--- config.mk ---
export PLATFORM = sky130hd
export DESIGN_NAME = spimsc_top
export DESIGN_NICKNAME = d
export VERILOG_FILES = /design/src/spimsc_pkg.sv /design/src/spimsc_top.sv
export SDC_FILE = /design/constraint.sdc
export NUM_CORES = 1
export LEC_CHECK = 0
export BUFFER_PORTS_ARGS = -buffer_cell sky130_fd_sc_hd__buf_2
export CAP_MARGIN = 15
export CORE_ASPECT_RATIO = 0.6
export CORE_MARGIN = 10
export CORE_UTILIZATION = 60
export DETAILED_ROUTE_END_ITERATION = 10
export GPL_TIMING_DRIVEN = 0
export PLACE_DENSITY = 0.89
export SETUP_SLACK_MARGIN = 0.4
export SYNTH_ARGS = -nofsm -noshare
export SYNTH_HDL_FRONTEND = slang
export SYNTH_SLANG_ARGS = --single-unit
--- constraint.sdc ---
create_clock -name clk_in -period 4.7 [get_ports clk_in]
set_clock_uncertainty 0.15 [all_clocks]
set_input_delay 0.47 -clock clk_in [delete_from_list [all_inputs] [get_ports clk_in]]
set_output_delay 0.47 -clock clk_in [all_outputs]
set_load 0.005 [all_outputs]
--- src/spimsc_pkg.sv ---
package spimsc_pkg;
    // two independent controllers side by side
    localparam int unsigned NCH         = 2;
    // byte width of one transfer
    localparam int unsigned DW          = 8;
    // width of the clock counter value
    localparam int unsigned CNT_W       = 8;
    // fewest clock cycles per serial bit in master mode
    localparam int unsigned MIN_BIT_CYC = 8;
    // edges of the serial clock in one byte
    localparam int unsigned EDGES       = 2 * DW;
    // receive stream buffer depth (fixed skid structure)
    localparam int unsigned BUF_DEPTH   = 2;
    localparam logic [3:0]  LAST_EDGE   = 4'(EDGES - 1);
    localparam logic [2:0]  LAST_BIT    = 3'(DW - 1);
    localparam logic [CNT_W-1:0] MIN_CNT = CNT_W'(MIN_BIT_CYC);
    // reset values
    localparam logic [DW-1:0] RST_BYTE  = 8'h00;
    localparam logic [CNT_W-1:0] RST_DIV = 8'h00;

    // master sequencer states, gray along idle -> wait -> run
    typedef enum logic [1:0] {
        SPIMSC_M_IDLE = 2'b00,
        SPIMSC_M_WAIT = 2'b01,
        SPIMSC_M_RUN  = 2'b11
    } spimsc_mst_t;

    // serial clock half period in system cycles, never below the floor
    function automatic logic [CNT_W-1:0] spimsc_half(input logic [CNT_W-1:0] cnt);
        logic [CNT_W-1:0] c;
        c = (cnt < MIN_CNT) ? MIN_CNT : cnt;
        return c >> 1;
    endfunction
endpackage

--- src/spimsc_top.sv ---
`timescale 1ns/1ns
`default_nettype none

module spimsc_top
    import spimsc_pkg::*;
(
    input  wire logic                      clk_in,
    input  wire logic                      srst_in,
    input  wire logic [NCH-1:0]            master_mode_in,
    input  wire logic [NCH-1:0]            cpol_in,
    input  wire logic [NCH-1:0]            cpha_in,
    input  wire logic [NCH-1:0][CNT_W-1:0] clk_count_in,
    input  wire logic [NCH-1:0]            data_wr_in,
    input  wire logic [NCH-1:0][DW-1:0]    data_wdata_in,
    input  wire logic [NCH-1:0]            data_rd_in,
    input  wire logic [NCH-1:0]            status_rd_in,
    output logic      [NCH-1:0][DW-1:0]    rd_data_out,
    output logic      [NCH-1:0]            transfer_done_flag_out,
    output logic      [NCH-1:0]            read_overrun_flag_out,
    output logic      [NCH-1:0]            write_collision_flag_out,
    output logic      [NCH-1:0]            mode_fault_flag_out,
    output logic      [NCH-1:0]            slave_abort_flag_out,
    output logic      [NCH-1:0]            is_master_out,
    output logic      [NCH-1:0]            rx_valid_out,
    output logic      [NCH-1:0][DW-1:0]    rx_data_out,
    input  wire logic [NCH-1:0]            rx_ready_in,
    input  wire logic [NCH-1:0]            sck_in,
    output logic      [NCH-1:0]            sck_out,
    output logic      [NCH-1:0]            sck_oe_out,
    input  wire logic [NCH-1:0]            ssel_n_in,
    input  wire logic [NCH-1:0]            mosi_in,
    output logic      [NCH-1:0]            mosi_out,
    output logic      [NCH-1:0]            mosi_oe_out,
    input  wire logic [NCH-1:0]            miso_in,
    output logic      [NCH-1:0]            miso_out,
    output logic      [NCH-1:0]            miso_oe_out
);

    // one full controller per channel, no shared state
    for (genvar c = 0; c < NCH; c++) begin : g_ch
        logic [2:0]       sck_s_q;
        logic [2:0]       sel_s_q;
        logic [1:0]       mosi_s_q;
        logic [1:0]       miso_s_q;
        logic             master_q, master_d;
        logic             mode_prev_q;
        spimsc_mst_t      mst_q, mst_d;
        logic [CNT_W-1:0] div_q, div_d;
        logic [3:0]       ecnt_q, ecnt_d;
        logic             busy_q, busy_d;
        logic             sck_q, sck_d;
        logic [DW-1:0]    sh_q, sh_d;
        logic             dout_q, dout_d;
        logic [DW-1:0]    rbuf_q, rbuf_d;
        logic             done_q, done_d;
        logic             seen_q, seen_d;
        logic             win_q, win_d;
        logic             read_overrun_flag_q, read_overrun_flag_d;
        logic             write_collision_flag_q, write_collision_flag_d;
        logic             mode_fault_flag_q, mode_fault_flag_d;
        logic             slave_abort_flag_q, slave_abort_flag_d;
        logic             sck_oe_q, sck_oe_d;
        logic             mosi_oe_q, mosi_oe_d;
        logic             miso_oe_q, miso_oe_d;
        logic             ov_q, ov_d;
        logic [DW-1:0]    od_q, od_d;
        logic             sv_q, sv_d;
        logic [DW-1:0]    sd_q, sd_d;
        logic             push;
        logic [DW-1:0]    push_data;
        logic             in_ready;

        // two-flop synchronisers, plus one history stage on clock and select for edge finding
        always_ff @(posedge clk_in) begin
            if (srst_in) begin
                sck_s_q  <= 3'h0;
                sel_s_q  <= 3'h7;
                mosi_s_q <= 2'h0;
                miso_s_q <= 2'h0;
            end else begin
                sck_s_q  <= {sck_s_q[1:0], sck_in[c]};
                sel_s_q  <= {sel_s_q[1:0], ssel_n_in[c]};
                mosi_s_q <= {mosi_s_q[0], mosi_in[c]};
                miso_s_q <= {miso_s_q[0], miso_in[c]};
            end
        end

        // controller next state: sequencer, shifter, flags and drivers
        always_comb begin
            logic          selected;
            logic          sel_fall;
            logic          sel_rise;
            logic          sedge;
            logic          lead;
            logic          samp;
            logic          drv;
            logic          fin;
            logic          din;
            logic          wr_ok;
            logic [DW-1:0] rx_byte;
            selected  = ~sel_s_q[1];
            sel_fall  = sel_s_q[2] & ~sel_s_q[1];
            sel_rise  = ~sel_s_q[2] & sel_s_q[1];
            sedge     = sck_s_q[2] ^ sck_s_q[1];
            lead      = 1'b0;
            samp      = 1'b0;
            drv       = 1'b0;
            fin       = 1'b0;
            din       = 1'b0;
            wr_ok     = 1'b0;
            rx_byte   = RST_BYTE;
            push      = 1'b0;
            push_data = RST_BYTE;
            master_d  = master_q;
            mst_d     = mst_q;
            div_d     = div_q;
            ecnt_d    = ecnt_q;
            busy_d    = busy_q;
            sck_d     = sck_q;
            sh_d      = sh_q;
            dout_d    = dout_q;
            rbuf_d    = rbuf_q;
            done_d    = done_q;
            seen_d    = seen_q;
            win_d     = win_q;
            read_overrun_flag_d    = read_overrun_flag_q;
            write_collision_flag_d    = write_collision_flag_q;
            mode_fault_flag_d    = mode_fault_flag_q;
            slave_abort_flag_d    = slave_abort_flag_q;
            // status read arms the done clear, closes the write window
            if (status_rd_in[c]) begin
                read_overrun_flag_d = 1'b0;
                write_collision_flag_d = 1'b0;
                mode_fault_flag_d = 1'b0;
                slave_abort_flag_d = 1'b0;
                if (done_q) begin
                    seen_d = 1'b1;
                    win_d  = 1'b0;
                end
            end
            if ((data_rd_in[c] || data_wr_in[c]) && seen_q) begin
                done_d = 1'b0;
                seen_d = 1'b0;
            end
            // software enters master mode on a rising mode request
            if (!master_mode_in[c]) begin
                master_d = 1'b0;
            end else if (!mode_prev_q) begin
                master_d = 1'b1;
            end
            // data write goes straight to the shifter or collides
            if (data_wr_in[c]) begin
                if (win_q || busy_q || mst_q != SPIMSC_M_IDLE) begin
                    write_collision_flag_d = 1'b1;
                end else begin
                    wr_ok  = 1'b1;
                    sh_d   = data_wdata_in[c];
                    dout_d = data_wdata_in[c][DW-1];
                end
            end
            if (master_q) begin
                din = miso_s_q[1];
                case (mst_q)
                    SPIMSC_M_IDLE: begin
                        sck_d = cpol_in[c];
                        if (wr_ok) begin
                            win_d  = 1'b1;
                            div_d  = RST_DIV;
                            ecnt_d = 4'h0;
                            mst_d  = in_ready ? SPIMSC_M_RUN : SPIMSC_M_WAIT;
                        end
                    end
                    SPIMSC_M_WAIT: begin
                        if (in_ready) begin
                            mst_d = SPIMSC_M_RUN;
                        end
                    end
                    SPIMSC_M_RUN: begin
                        div_d = div_q + 8'h01;
                        if (div_d >= spimsc_half(clk_count_in[c])) begin
                            div_d  = RST_DIV;
                            sck_d  = ~sck_q;
                            lead   = ~ecnt_q[0];
                            samp   = lead ^ cpha_in[c];
                            drv    = ~samp;
                            ecnt_d = ecnt_q + 4'h1;
                            if (ecnt_q == LAST_EDGE) begin
                                fin   = 1'b1;
                                mst_d = SPIMSC_M_IDLE;
                            end
                        end
                    end
                    default: begin
                        mst_d = SPIMSC_M_IDLE;
                    end
                endcase
                // another master selected us
                if (selected) begin
                    mode_fault_flag_d   = 1'b1;
                    master_d = 1'b0;
                    mst_d    = SPIMSC_M_IDLE;
                    ecnt_d   = 4'h0;
                    sck_d    = cpol_in[c];
                    samp     = 1'b0;
                    drv      = 1'b0;
                    fin      = 1'b0;
                    win_d    = 1'b0;
                end
            end else begin
                din   = mosi_s_q[1];
                mst_d = SPIMSC_M_IDLE;
                sck_d = cpol_in[c];
                if (selected && sel_fall && !cpha_in[c]) begin
                    busy_d = 1'b1;
                    win_d  = 1'b1;
                    ecnt_d = 4'h0;
                end
                if (selected && sedge) begin
                    lead = sck_s_q[1] ^ cpol_in[c];
                    samp = lead ^ cpha_in[c];
                    drv  = ~samp;
                    if (cpha_in[c] && !busy_q) begin
                        busy_d = 1'b1;
                        win_d  = 1'b1;
                        ecnt_d = 4'h0;
                    end
                    if (samp) begin
                        ecnt_d = ecnt_q + 4'h1;
                        if (ecnt_q[2:0] == LAST_BIT) begin
                            fin    = 1'b1;
                            ecnt_d = 4'h0;
                            busy_d = ~cpha_in[c];
                        end
                    end
                end
                if (sel_rise && busy_q) begin
                    busy_d = 1'b0;
                    ecnt_d = 4'h0;
                    if (ecnt_q != 4'h0) begin
                        slave_abort_flag_d = 1'b1;
                        win_d  = 1'b0;
                        samp   = 1'b0;
                        drv    = 1'b0;
                        fin    = 1'b0;
                    end
                end
            end
            // sample on one edge kind, drive on the other
            rx_byte = {sh_q[DW-2:0], din};
            if (samp) begin
                sh_d = rx_byte;
            end
            if (drv) begin
                dout_d = sh_q[DW-1];
            end
            // completion: deliver byte unless unread or stream full
            if (fin) begin
                if (done_q || !in_ready) begin
                    read_overrun_flag_d = 1'b1;
                end else begin
                    // a phase 0 master ends on a drive edge: shifter already whole
                    rbuf_d    = samp ? rx_byte : sh_q;
                    done_d    = 1'b1;
                    seen_d    = 1'b0;
                    push      = 1'b1;
                    push_data = rbuf_d;
                end
            end
            // pad drivers: master owns clock and out, slave only when selected
            sck_oe_d  = master_d;
            mosi_oe_d = master_d;
            miso_oe_d = ~master_d & selected;
        end

        // two-entry receive stream buffer with registered output
        always_comb begin
            in_ready = ~sv_q;
            ov_d     = ov_q;
            od_d     = od_q;
            sv_d     = sv_q;
            sd_d     = sd_q;
            if (!ov_q || rx_ready_in[c]) begin
                if (sv_q) begin
                    ov_d = 1'b1;
                    od_d = sd_q;
                    sv_d = push;
                    sd_d = push ? push_data : sd_q;
                end else begin
                    ov_d = push;
                    od_d = push ? push_data : od_q;
                end
            end else if (push) begin
                sv_d = 1'b1;
                sd_d = push_data;
            end
        end

        // controller and buffer registers
        always_ff @(posedge clk_in) begin
            if (srst_in) begin
                master_q    <= 1'b0;
                mode_prev_q <= 1'b0;
                mst_q       <= SPIMSC_M_IDLE;
                div_q       <= RST_DIV;
                ecnt_q      <= 4'h0;
                busy_q      <= 1'b0;
                sck_q       <= 1'b0;
                sh_q        <= RST_BYTE;
                dout_q      <= 1'b0;
                rbuf_q      <= RST_BYTE;
                done_q      <= 1'b0;
                seen_q      <= 1'b0;
                win_q       <= 1'b0;
                read_overrun_flag_q      <= 1'b0;
                write_collision_flag_q      <= 1'b0;
                mode_fault_flag_q      <= 1'b0;
                slave_abort_flag_q      <= 1'b0;
                sck_oe_q    <= 1'b0;
                mosi_oe_q   <= 1'b0;
                miso_oe_q   <= 1'b0;
                ov_q        <= 1'b0;
                od_q        <= RST_BYTE;
                sv_q        <= 1'b0;
                sd_q        <= RST_BYTE;
            end else begin
                master_q    <= master_d;
                mode_prev_q <= master_mode_in[c];
                mst_q       <= mst_d;
                div_q       <= div_d;
                ecnt_q      <= ecnt_d;
                busy_q      <= busy_d;
                sck_q       <= sck_d;
                sh_q        <= sh_d;
                dout_q      <= dout_d;
                rbuf_q      <= rbuf_d;
                done_q      <= done_d;
                seen_q      <= seen_d;
                win_q       <= win_d;
                read_overrun_flag_q      <= read_overrun_flag_d;
                write_collision_flag_q      <= write_collision_flag_d;
                mode_fault_flag_q      <= mode_fault_flag_d;
                slave_abort_flag_q      <= slave_abort_flag_d;
                sck_oe_q    <= sck_oe_d;
                mosi_oe_q   <= mosi_oe_d;
                miso_oe_q   <= miso_oe_d;
                ov_q        <= ov_d;
                od_q        <= od_d;
                sv_q        <= sv_d;
                sd_q        <= sd_d;
            end
        end

        // outputs straight from flops
        assign rd_data_out[c]              = rbuf_q;
        assign transfer_done_flag_out[c]   = done_q;
        assign read_overrun_flag_out[c]    = read_overrun_flag_q;
        assign write_collision_flag_out[c] = write_collision_flag_q;
        assign mode_fault_flag_out[c]      = mode_fault_flag_q;
        assign slave_abort_flag_out[c]     = slave_abort_flag_q;
        assign is_master_out[c]            = master_q;
        assign rx_valid_out[c]             = ov_q;
        assign rx_data_out[c]              = od_q;
        assign sck_out[c]                  = sck_q;
        assign sck_oe_out[c]               = sck_oe_q;
        assign mosi_out[c]                 = dout_q;
        assign mosi_oe_out[c]              = mosi_oe_q;
        assign miso_out[c]                 = dout_q;
        assign miso_oe_out[c]              = miso_oe_q;
    end

endmodule

`default_nettype wire

Word-level counts from Yosys, hierarchy flattened
Cells that the tools add are included.
Operators by class
  reduce and logical (&&, ||, !) cells: 62
  mux-type cells: 228
  add/sub/neg operators: 4
  bitwise logic cells: 34
  order comparisons: 4
  equality and inequality tests: 28
Operators by type and width (number)
  8-bit two-way mux: 28
  1-bit two-way mux: 162
  4-bit two-way mux: 20
  8-bit one-hot mux with 2 select lines: 2
  2-bit != test (second input constant): 14
  2-bit nonzero test: 12
  2-bit two-way mux: 10
  1-bit NOT: 20
  2-bit AND reduction: 10
  8-bit by 1-bit adder with 8-bit output (second input constant): 2
  8-bit by 7-bit greater-or-equal comparator with 1-bit output: 2
  8-bit by 4-bit < comparator with 1-bit output (second input constant): 2
  4-bit != test (second input constant): 4
  4-bit one-hot mux with 2 select lines: 2
  1-bit logical AND: 12
  2-bit one-hot mux with 3 select lines: 2
  3-bit AND reduction: 4
  1-bit logical OR: 10
  4-bit by 1-bit adder with 4-bit output (second input constant): 2
  4-bit == test (second input constant): 2
  4-bit by 2-bit != test with 1-bit output (second input constant): 2
  4-bit AND reduction: 2
  4-bit nonzero test: 2
  1-bit bitwise XOR: 8
  8 further kinds: 24
Storage, ports and cells
  bits of input ports: 56
  register bits: 142
  output and inout bits: 58

Longest topological paths before layout
  word-level depth: 13
  gate-level depth with buffers: 12
  mapped depth without buffers: 11

Worst setup path before layout
No wires, ideal clock.
  path type: input port to flip-flop
  start: input port clk_count_in[4] (netlist bit)
  end: register g_ch[0].od_q[0]
  setup time: 0.134 ns
  path slack: 1.712 ns
  path buffers: 0
  arrival time: 2.704 ns
  stages: 11
  data required time: 4.416 ns
  cells stage by stage: inv_1 -> nand4_1 -> o21a_1 -> ha_1 -> nand2b_1 -> a2111oi_1 -> o21ai_0 -> nor2_2 -> o21ai_1 -> o211ai_1 -> a311oi_1
On the way
  cells in the longest elaborated chain, start to end: 12
  elaborated cells between the ends (all ways): 19
RTL lines
  start: declaration: RTL line spimsc_top.sv:12  | input wire logic [NCH-1:0][CNT_W-1:0] clk_count_in,
  8-bit by 4-bit < comparator with 1-bit output: RTL line spimsc_pkg.sv:31  | c = (cnt < MIN_CNT) ? MIN_CNT : cnt;
  8-bit two-way mux *: RTL line spimsc_pkg.sv:31
  8-bit by 7-bit greater-or-equal comparator with 1-bit output *: RTL line spimsc_top.sv:180  | if (div_d >= spimsc_half(clk_count_in[c])) begin
  1-bit two-way mux: RTL line spimsc_top.sv:180
  1-bit two-way mux: RTL line spimsc_top.sv:163  | case (mst_q)
  1-bit two-way mux: RTL line spimsc_top.sv:198  | if (selected) begin
  1-bit two-way mux: RTL line spimsc_top.sv:161  | if (master_q) begin
  8-bit two-way mux: RTL line spimsc_top.sv:262  | rbuf_d = samp ? rx_byte : sh_q;
  8-bit two-way mux: RTL line spimsc_top.sv:258  | if (done_q || !in_ready) begin
  8-bit two-way mux: RTL line spimsc_top.sv:257  | if (fin) begin
  8-bit two-way mux: RTL line spimsc_top.sv:290  | od_d = push ? push_data : od_q;
  8-bit two-way mux: RTL line spimsc_top.sv:283  | if (sv_q) begin
  end signal: assignment: RTL line spimsc_top.sv:322  | od_q <= RST_BYTE;
  end signal: assignment: RTL line spimsc_top.sv:347  | od_q <= od_d;
  end: declaration: RTL line spimsc_top.sv:66  | logic [DW-1:0] od_q, od_d;
Mark *: on every way between the ends. The rest lies on a longest branch, timed or not. The select of a mux whose other input is x is not followed.
A chain may end at the register's enable or synchronous reset.

Worst setup path in the final report
  start: register g_ch[1].div_q[0]
  end: register g_ch[1].od_q[0]
On the way
  cells in the longest elaborated chain, start to end: 11
  elaborated cells between the ends (all ways): 18
RTL lines
  start: declaration: RTL line spimsc_top.sv:48  | logic [CNT_W-1:0] div_q, div_d;
  start signal: assignment: RTL line spimsc_top.sv:329  | div_q <= div_d;
  8-bit by 1-bit adder with 8-bit output *: RTL line spimsc_top.sv:179  | div_d = div_q + 8'h01;
  8-bit by 7-bit greater-or-equal comparator with 1-bit output *: RTL line spimsc_top.sv:180
  1-bit two-way mux: RTL line spimsc_top.sv:180
  1-bit two-way mux: RTL line spimsc_top.sv:163
  1-bit two-way mux: RTL line spimsc_top.sv:198
  1-bit two-way mux: RTL line spimsc_top.sv:161
  8-bit two-way mux: RTL line spimsc_top.sv:262
  8-bit two-way mux: RTL line spimsc_top.sv:258
  8-bit two-way mux: RTL line spimsc_top.sv:257
  8-bit two-way mux: RTL line spimsc_top.sv:290
  8-bit two-way mux: RTL line spimsc_top.sv:283
  end signal: assignment: RTL line spimsc_top.sv:322
  end signal: assignment: RTL line spimsc_top.sv:347
  end: declaration: RTL line spimsc_top.sv:66
Marked as above.

==> flow_summary.toml <==
[worst_hold_path]
hold_class = "input pin to register"

[power]
power.internal_mw = 2.11
total_power_mw = 2.90
p_clk_share_pct = 46.7
power.switching_mw = 0.789
ir_drop_mv = 0.270
p_per_area_nw_per_um2 = 323
power_frac_seq_pct = 43.4
leakage_nw = 3.59
combPwrFrac_pct = 9.9
switching_share_pct = 27.2

[timing]
worstMarginPinSlew_ns = 0.824
min_period_ns = 3.81
setup_tns_ns = 0
fmax_ghz = 0.263
drv_slew = 0
finalSetupViolCount = 0
hold_violations = 0
relSlewSlack_pct = 44.7
worst_slack_ns = 0.891
rsz0062_at_grt = "no"
period_share_pct = 81.1

[worst_setup_path]
crit_arrival_ns = 3.97
critPathMaxFanout = 10
cpPeakStageDelay_ns = 0.64
crit_type = "register to register"
critPathTopFamily = "compound AO/OA/AOI/OAI gates"
path_cells = "ha_1 > nand3_1 > nor2_1 > xor2_1 > ha_1 > o2111ai_1 > o21ai_0 > nor2_2 > buf_6 > o21ai_0 > o211ai_1 > a311oi_1"
critPathBufInv = 1
critPathSlowestCell = "o21ai_0"
critPathLaunchType = "register"
worstPathRequired_ns = 4.86
critPathCaptureType = "register"

[cts]
worstSkewPairLatency_ns = 0.43
cts_made_buffers = 17
cts_setup_buffers = 0
cts_tree = "done"
cts_root_buf = "clkbuf_16"
cts_resized = 0
hold_buffers = 0
cts.path.max_buffers = 2
clkTransAtPathRegs_ns = 0.06
cts_max_level = 4
cts.sinks = 142

[logic_synthesis]
yosysUniqueCellTypes = 71
async_reset_ff_share_pct = 0
synthTopCellsByArea = "dfxtp_1 37%, nor2_1 4.8%, ha_1 4.6%"
synth_area_per_cell_um2 = 8.37
synth_top_flop_cell = "dfxtp_1"
synth_compound_area_share_pct = 25.0
synthAdderAreaFrac_pct = 4.59
synth_seq_cells = 142
ys_warn_count = 0
synth.area.mux_share_pct = 1.20
synth_xor_area_share_pct = 2.95
synth_edf_count = 0
synth_most_common_cell = "dfxtp_1"
syn_inst = 912
netlist_area_um2 = 7630
synth_top_family_by_area = "compound AO/OA/AOI/OAI gates"
synthTopCellsByCount = "142 x dfxtp_1, 97 x nor2_1, 92 x nand2_1, 66 x a21oi_1, 44 x nand2b_1"
syn_nets = 996
synth_simple_gate_area_share_pct = 21.7
yosys.area.top_type_share_pct = 37.3
seq_area_frac_synth_pct = 37.3
synth_top_area_cell = "dfxtp_1"

[die]
die_x_um = 166
die-area_um2 = 17800
pin_count = 114
core-area_um2 = 12300
die_y_um = 107
start_util_pct = 62.2
std_cell_rows = 31

[grt]
grt_overflow = 0
grt_max_degree = 17
grt_use_total_pct = 25.4
antenna_found_initial = 0
grt_pass1_vias = 6859
grt_pass1_wl_um = 36100

[routing]
antenna_left = 0
firstDrtPassIters = 8
viasPerCell = 6.14
routedWlPerCell_um = 19.2
dr_total_vias = 7474
wirelength_um = 23400
drc = 0
drt_iter0_markers = 836

[final_layout]
fillers = 973
antenna_cells = 0
fin_nets = 1124
layout-drive-gt1-share_pct = 20.5
syn2layout_area_growth_pct = 17.5
finish.instance_area_um2 = 8970

[placement]
place_area_um2 = 8380
port_buffers = 109
post-place-ws_ns = 0.884
globalplace.congestion = 0.968
hpwlAfterDp_um = 17100

[outcome]
outcome = "finished, final reports clean"

[run]
maxCapViolCount = 0
-- sequential cells by signal, indices dropped and copies added, names as in the netlist, 4 cells and up --
| name | cells |
|---|---|
| g_ch.rbuf_q | 16 |
| g_ch.div_q | 16 |
| g_ch.sd_q | 16 |
| g_ch.ecnt_q | 8 |
| g_ch.od_q | 16 |
| g_ch.sel_s_q | 6 |
| g_ch.sck_s_q | 6 |
| g_ch.miso_s_q | 4 |
| g_ch.sh_q | 16 |
| g_ch.mst_q | 4 |
| g_ch.mosi_s_q | 4 |
-- layout make-up --
type	count	area [µm²]	share of cell area, %
plain buffers	72	424	4.73
clock buffers	18	439	4.90
clock inverters	14	148	1.65
inverters	36	135	1.51
multi-input cells	662	4230	47.1
flip-flops and latches	142	2840	31.7
well taps	165	206	2.30
repair buffers	109	546	6.08
-- cells in the final DEF (no fill, tap or decap), drive strengths merged, types with 7 or more instances in the layout --
| master | instances |
|---|---|
| nor2 | 99 |
| mux2i | 8 |
| nor3b | 9 |
| a21boi | 7 |
| ha | 28 |
| a41oi | 7 |
| o311a | 7 |
| a311oi | 24 |
| nand2b | 44 |
| clkbuf | 46 |
| a21oi | 69 |
| buf | 153 |
| inv | 43 |
| or2 | 9 |
| a32oi | 8 |
| xnor2 | 15 |
| dfxtp | 142 |
| a22oi | 15 |
| o211ai | 20 |
| a211oi | 21 |
| o21a | 8 |
| xor2 | 9 |
| o21ai | 39 |
| nor3 | 14 |
| nand2 | 93 |
| nand3 | 16 |
| nor2b | 24 |
-- power groups by stage --
stage	Sequential [mW]	Combinational [mW]	Clock (mW)
4_1_cts	1.26	0.278	1.36
3_3_place_gp	1.28	0.269	0
5_1_grt	1.26	0.310	1.41
6_report	1.26	0.287	1.35
2_1_floorplan	1.28	0.182	0
3_5_place_dp	1.28	0.273	0
-- worst register-to-register path, cell delays in order, from the launching register on --
cell	delay (ns)
dfxtp_1	0.43
ha_1	0.23
nand3_1	0.14
nor2_1	0.16
xor2_1	0.23
ha_1	0.19
o2111ai_1	0.13
o21ai_0	0.64
nor2_2	0.11
buf_6	0.19
o21ai_0	0.52
o211ai_1	0.25
a311oi_1	0.34
-- per-layer routing --
metal  vias up  part of all wire, %  global-route usage [%]
li1       3493                    -                       -
met1      3417                   45                    37.4
met2       510                   39                    33.5
met3        54                   14                    8.44
met4         0                  2.0                    7.99
met5         -                    0                       0
-- metrics by stage --
step / util, % / instances / hold slack, ns
4_1_cts: 73.2 / 1218 / 0.0689
5_1_grt: 73.2 / 1218 / 0.0754
3_5_place_dp: 68.4 / 1186 / 0.247
3_3_place_gp: 68.4 / 1186 / 0.242
6_report: 73.2 / 1218 / 0.0753
2_1_floorplan: - / 912 / 0.239
-- kinds of logic after synthesis --
group                      Yosys count
DFF                                142
xor gates and xnor gates            24
AOI/OAI and AO/OA                  266
and+or+nand+nor                    335
adders and majority gates           28
muxes                                9
buffers and inverters              108
-- path summary, 6_finish.rpt --
kind | cells after the start | from | slack, ns | to
setup / recovery | 12 | g_ch[1].div_q[0] | 0.89 | g_ch[1].od_q[0]
hold / removal | 2 | ssel_n_in[1] | 0.08 | g_ch[1].sel_s_q[0]
setup reg to reg | 12 | g_ch[1].div_q[0] | 0.89 | g_ch[1].od_q[0]
hold reg to reg | 1 | g_ch[0].sel_s_q[0] | 0.26 | g_ch[0].sel_s_q[1]
(Power assumes the default switching activity.)
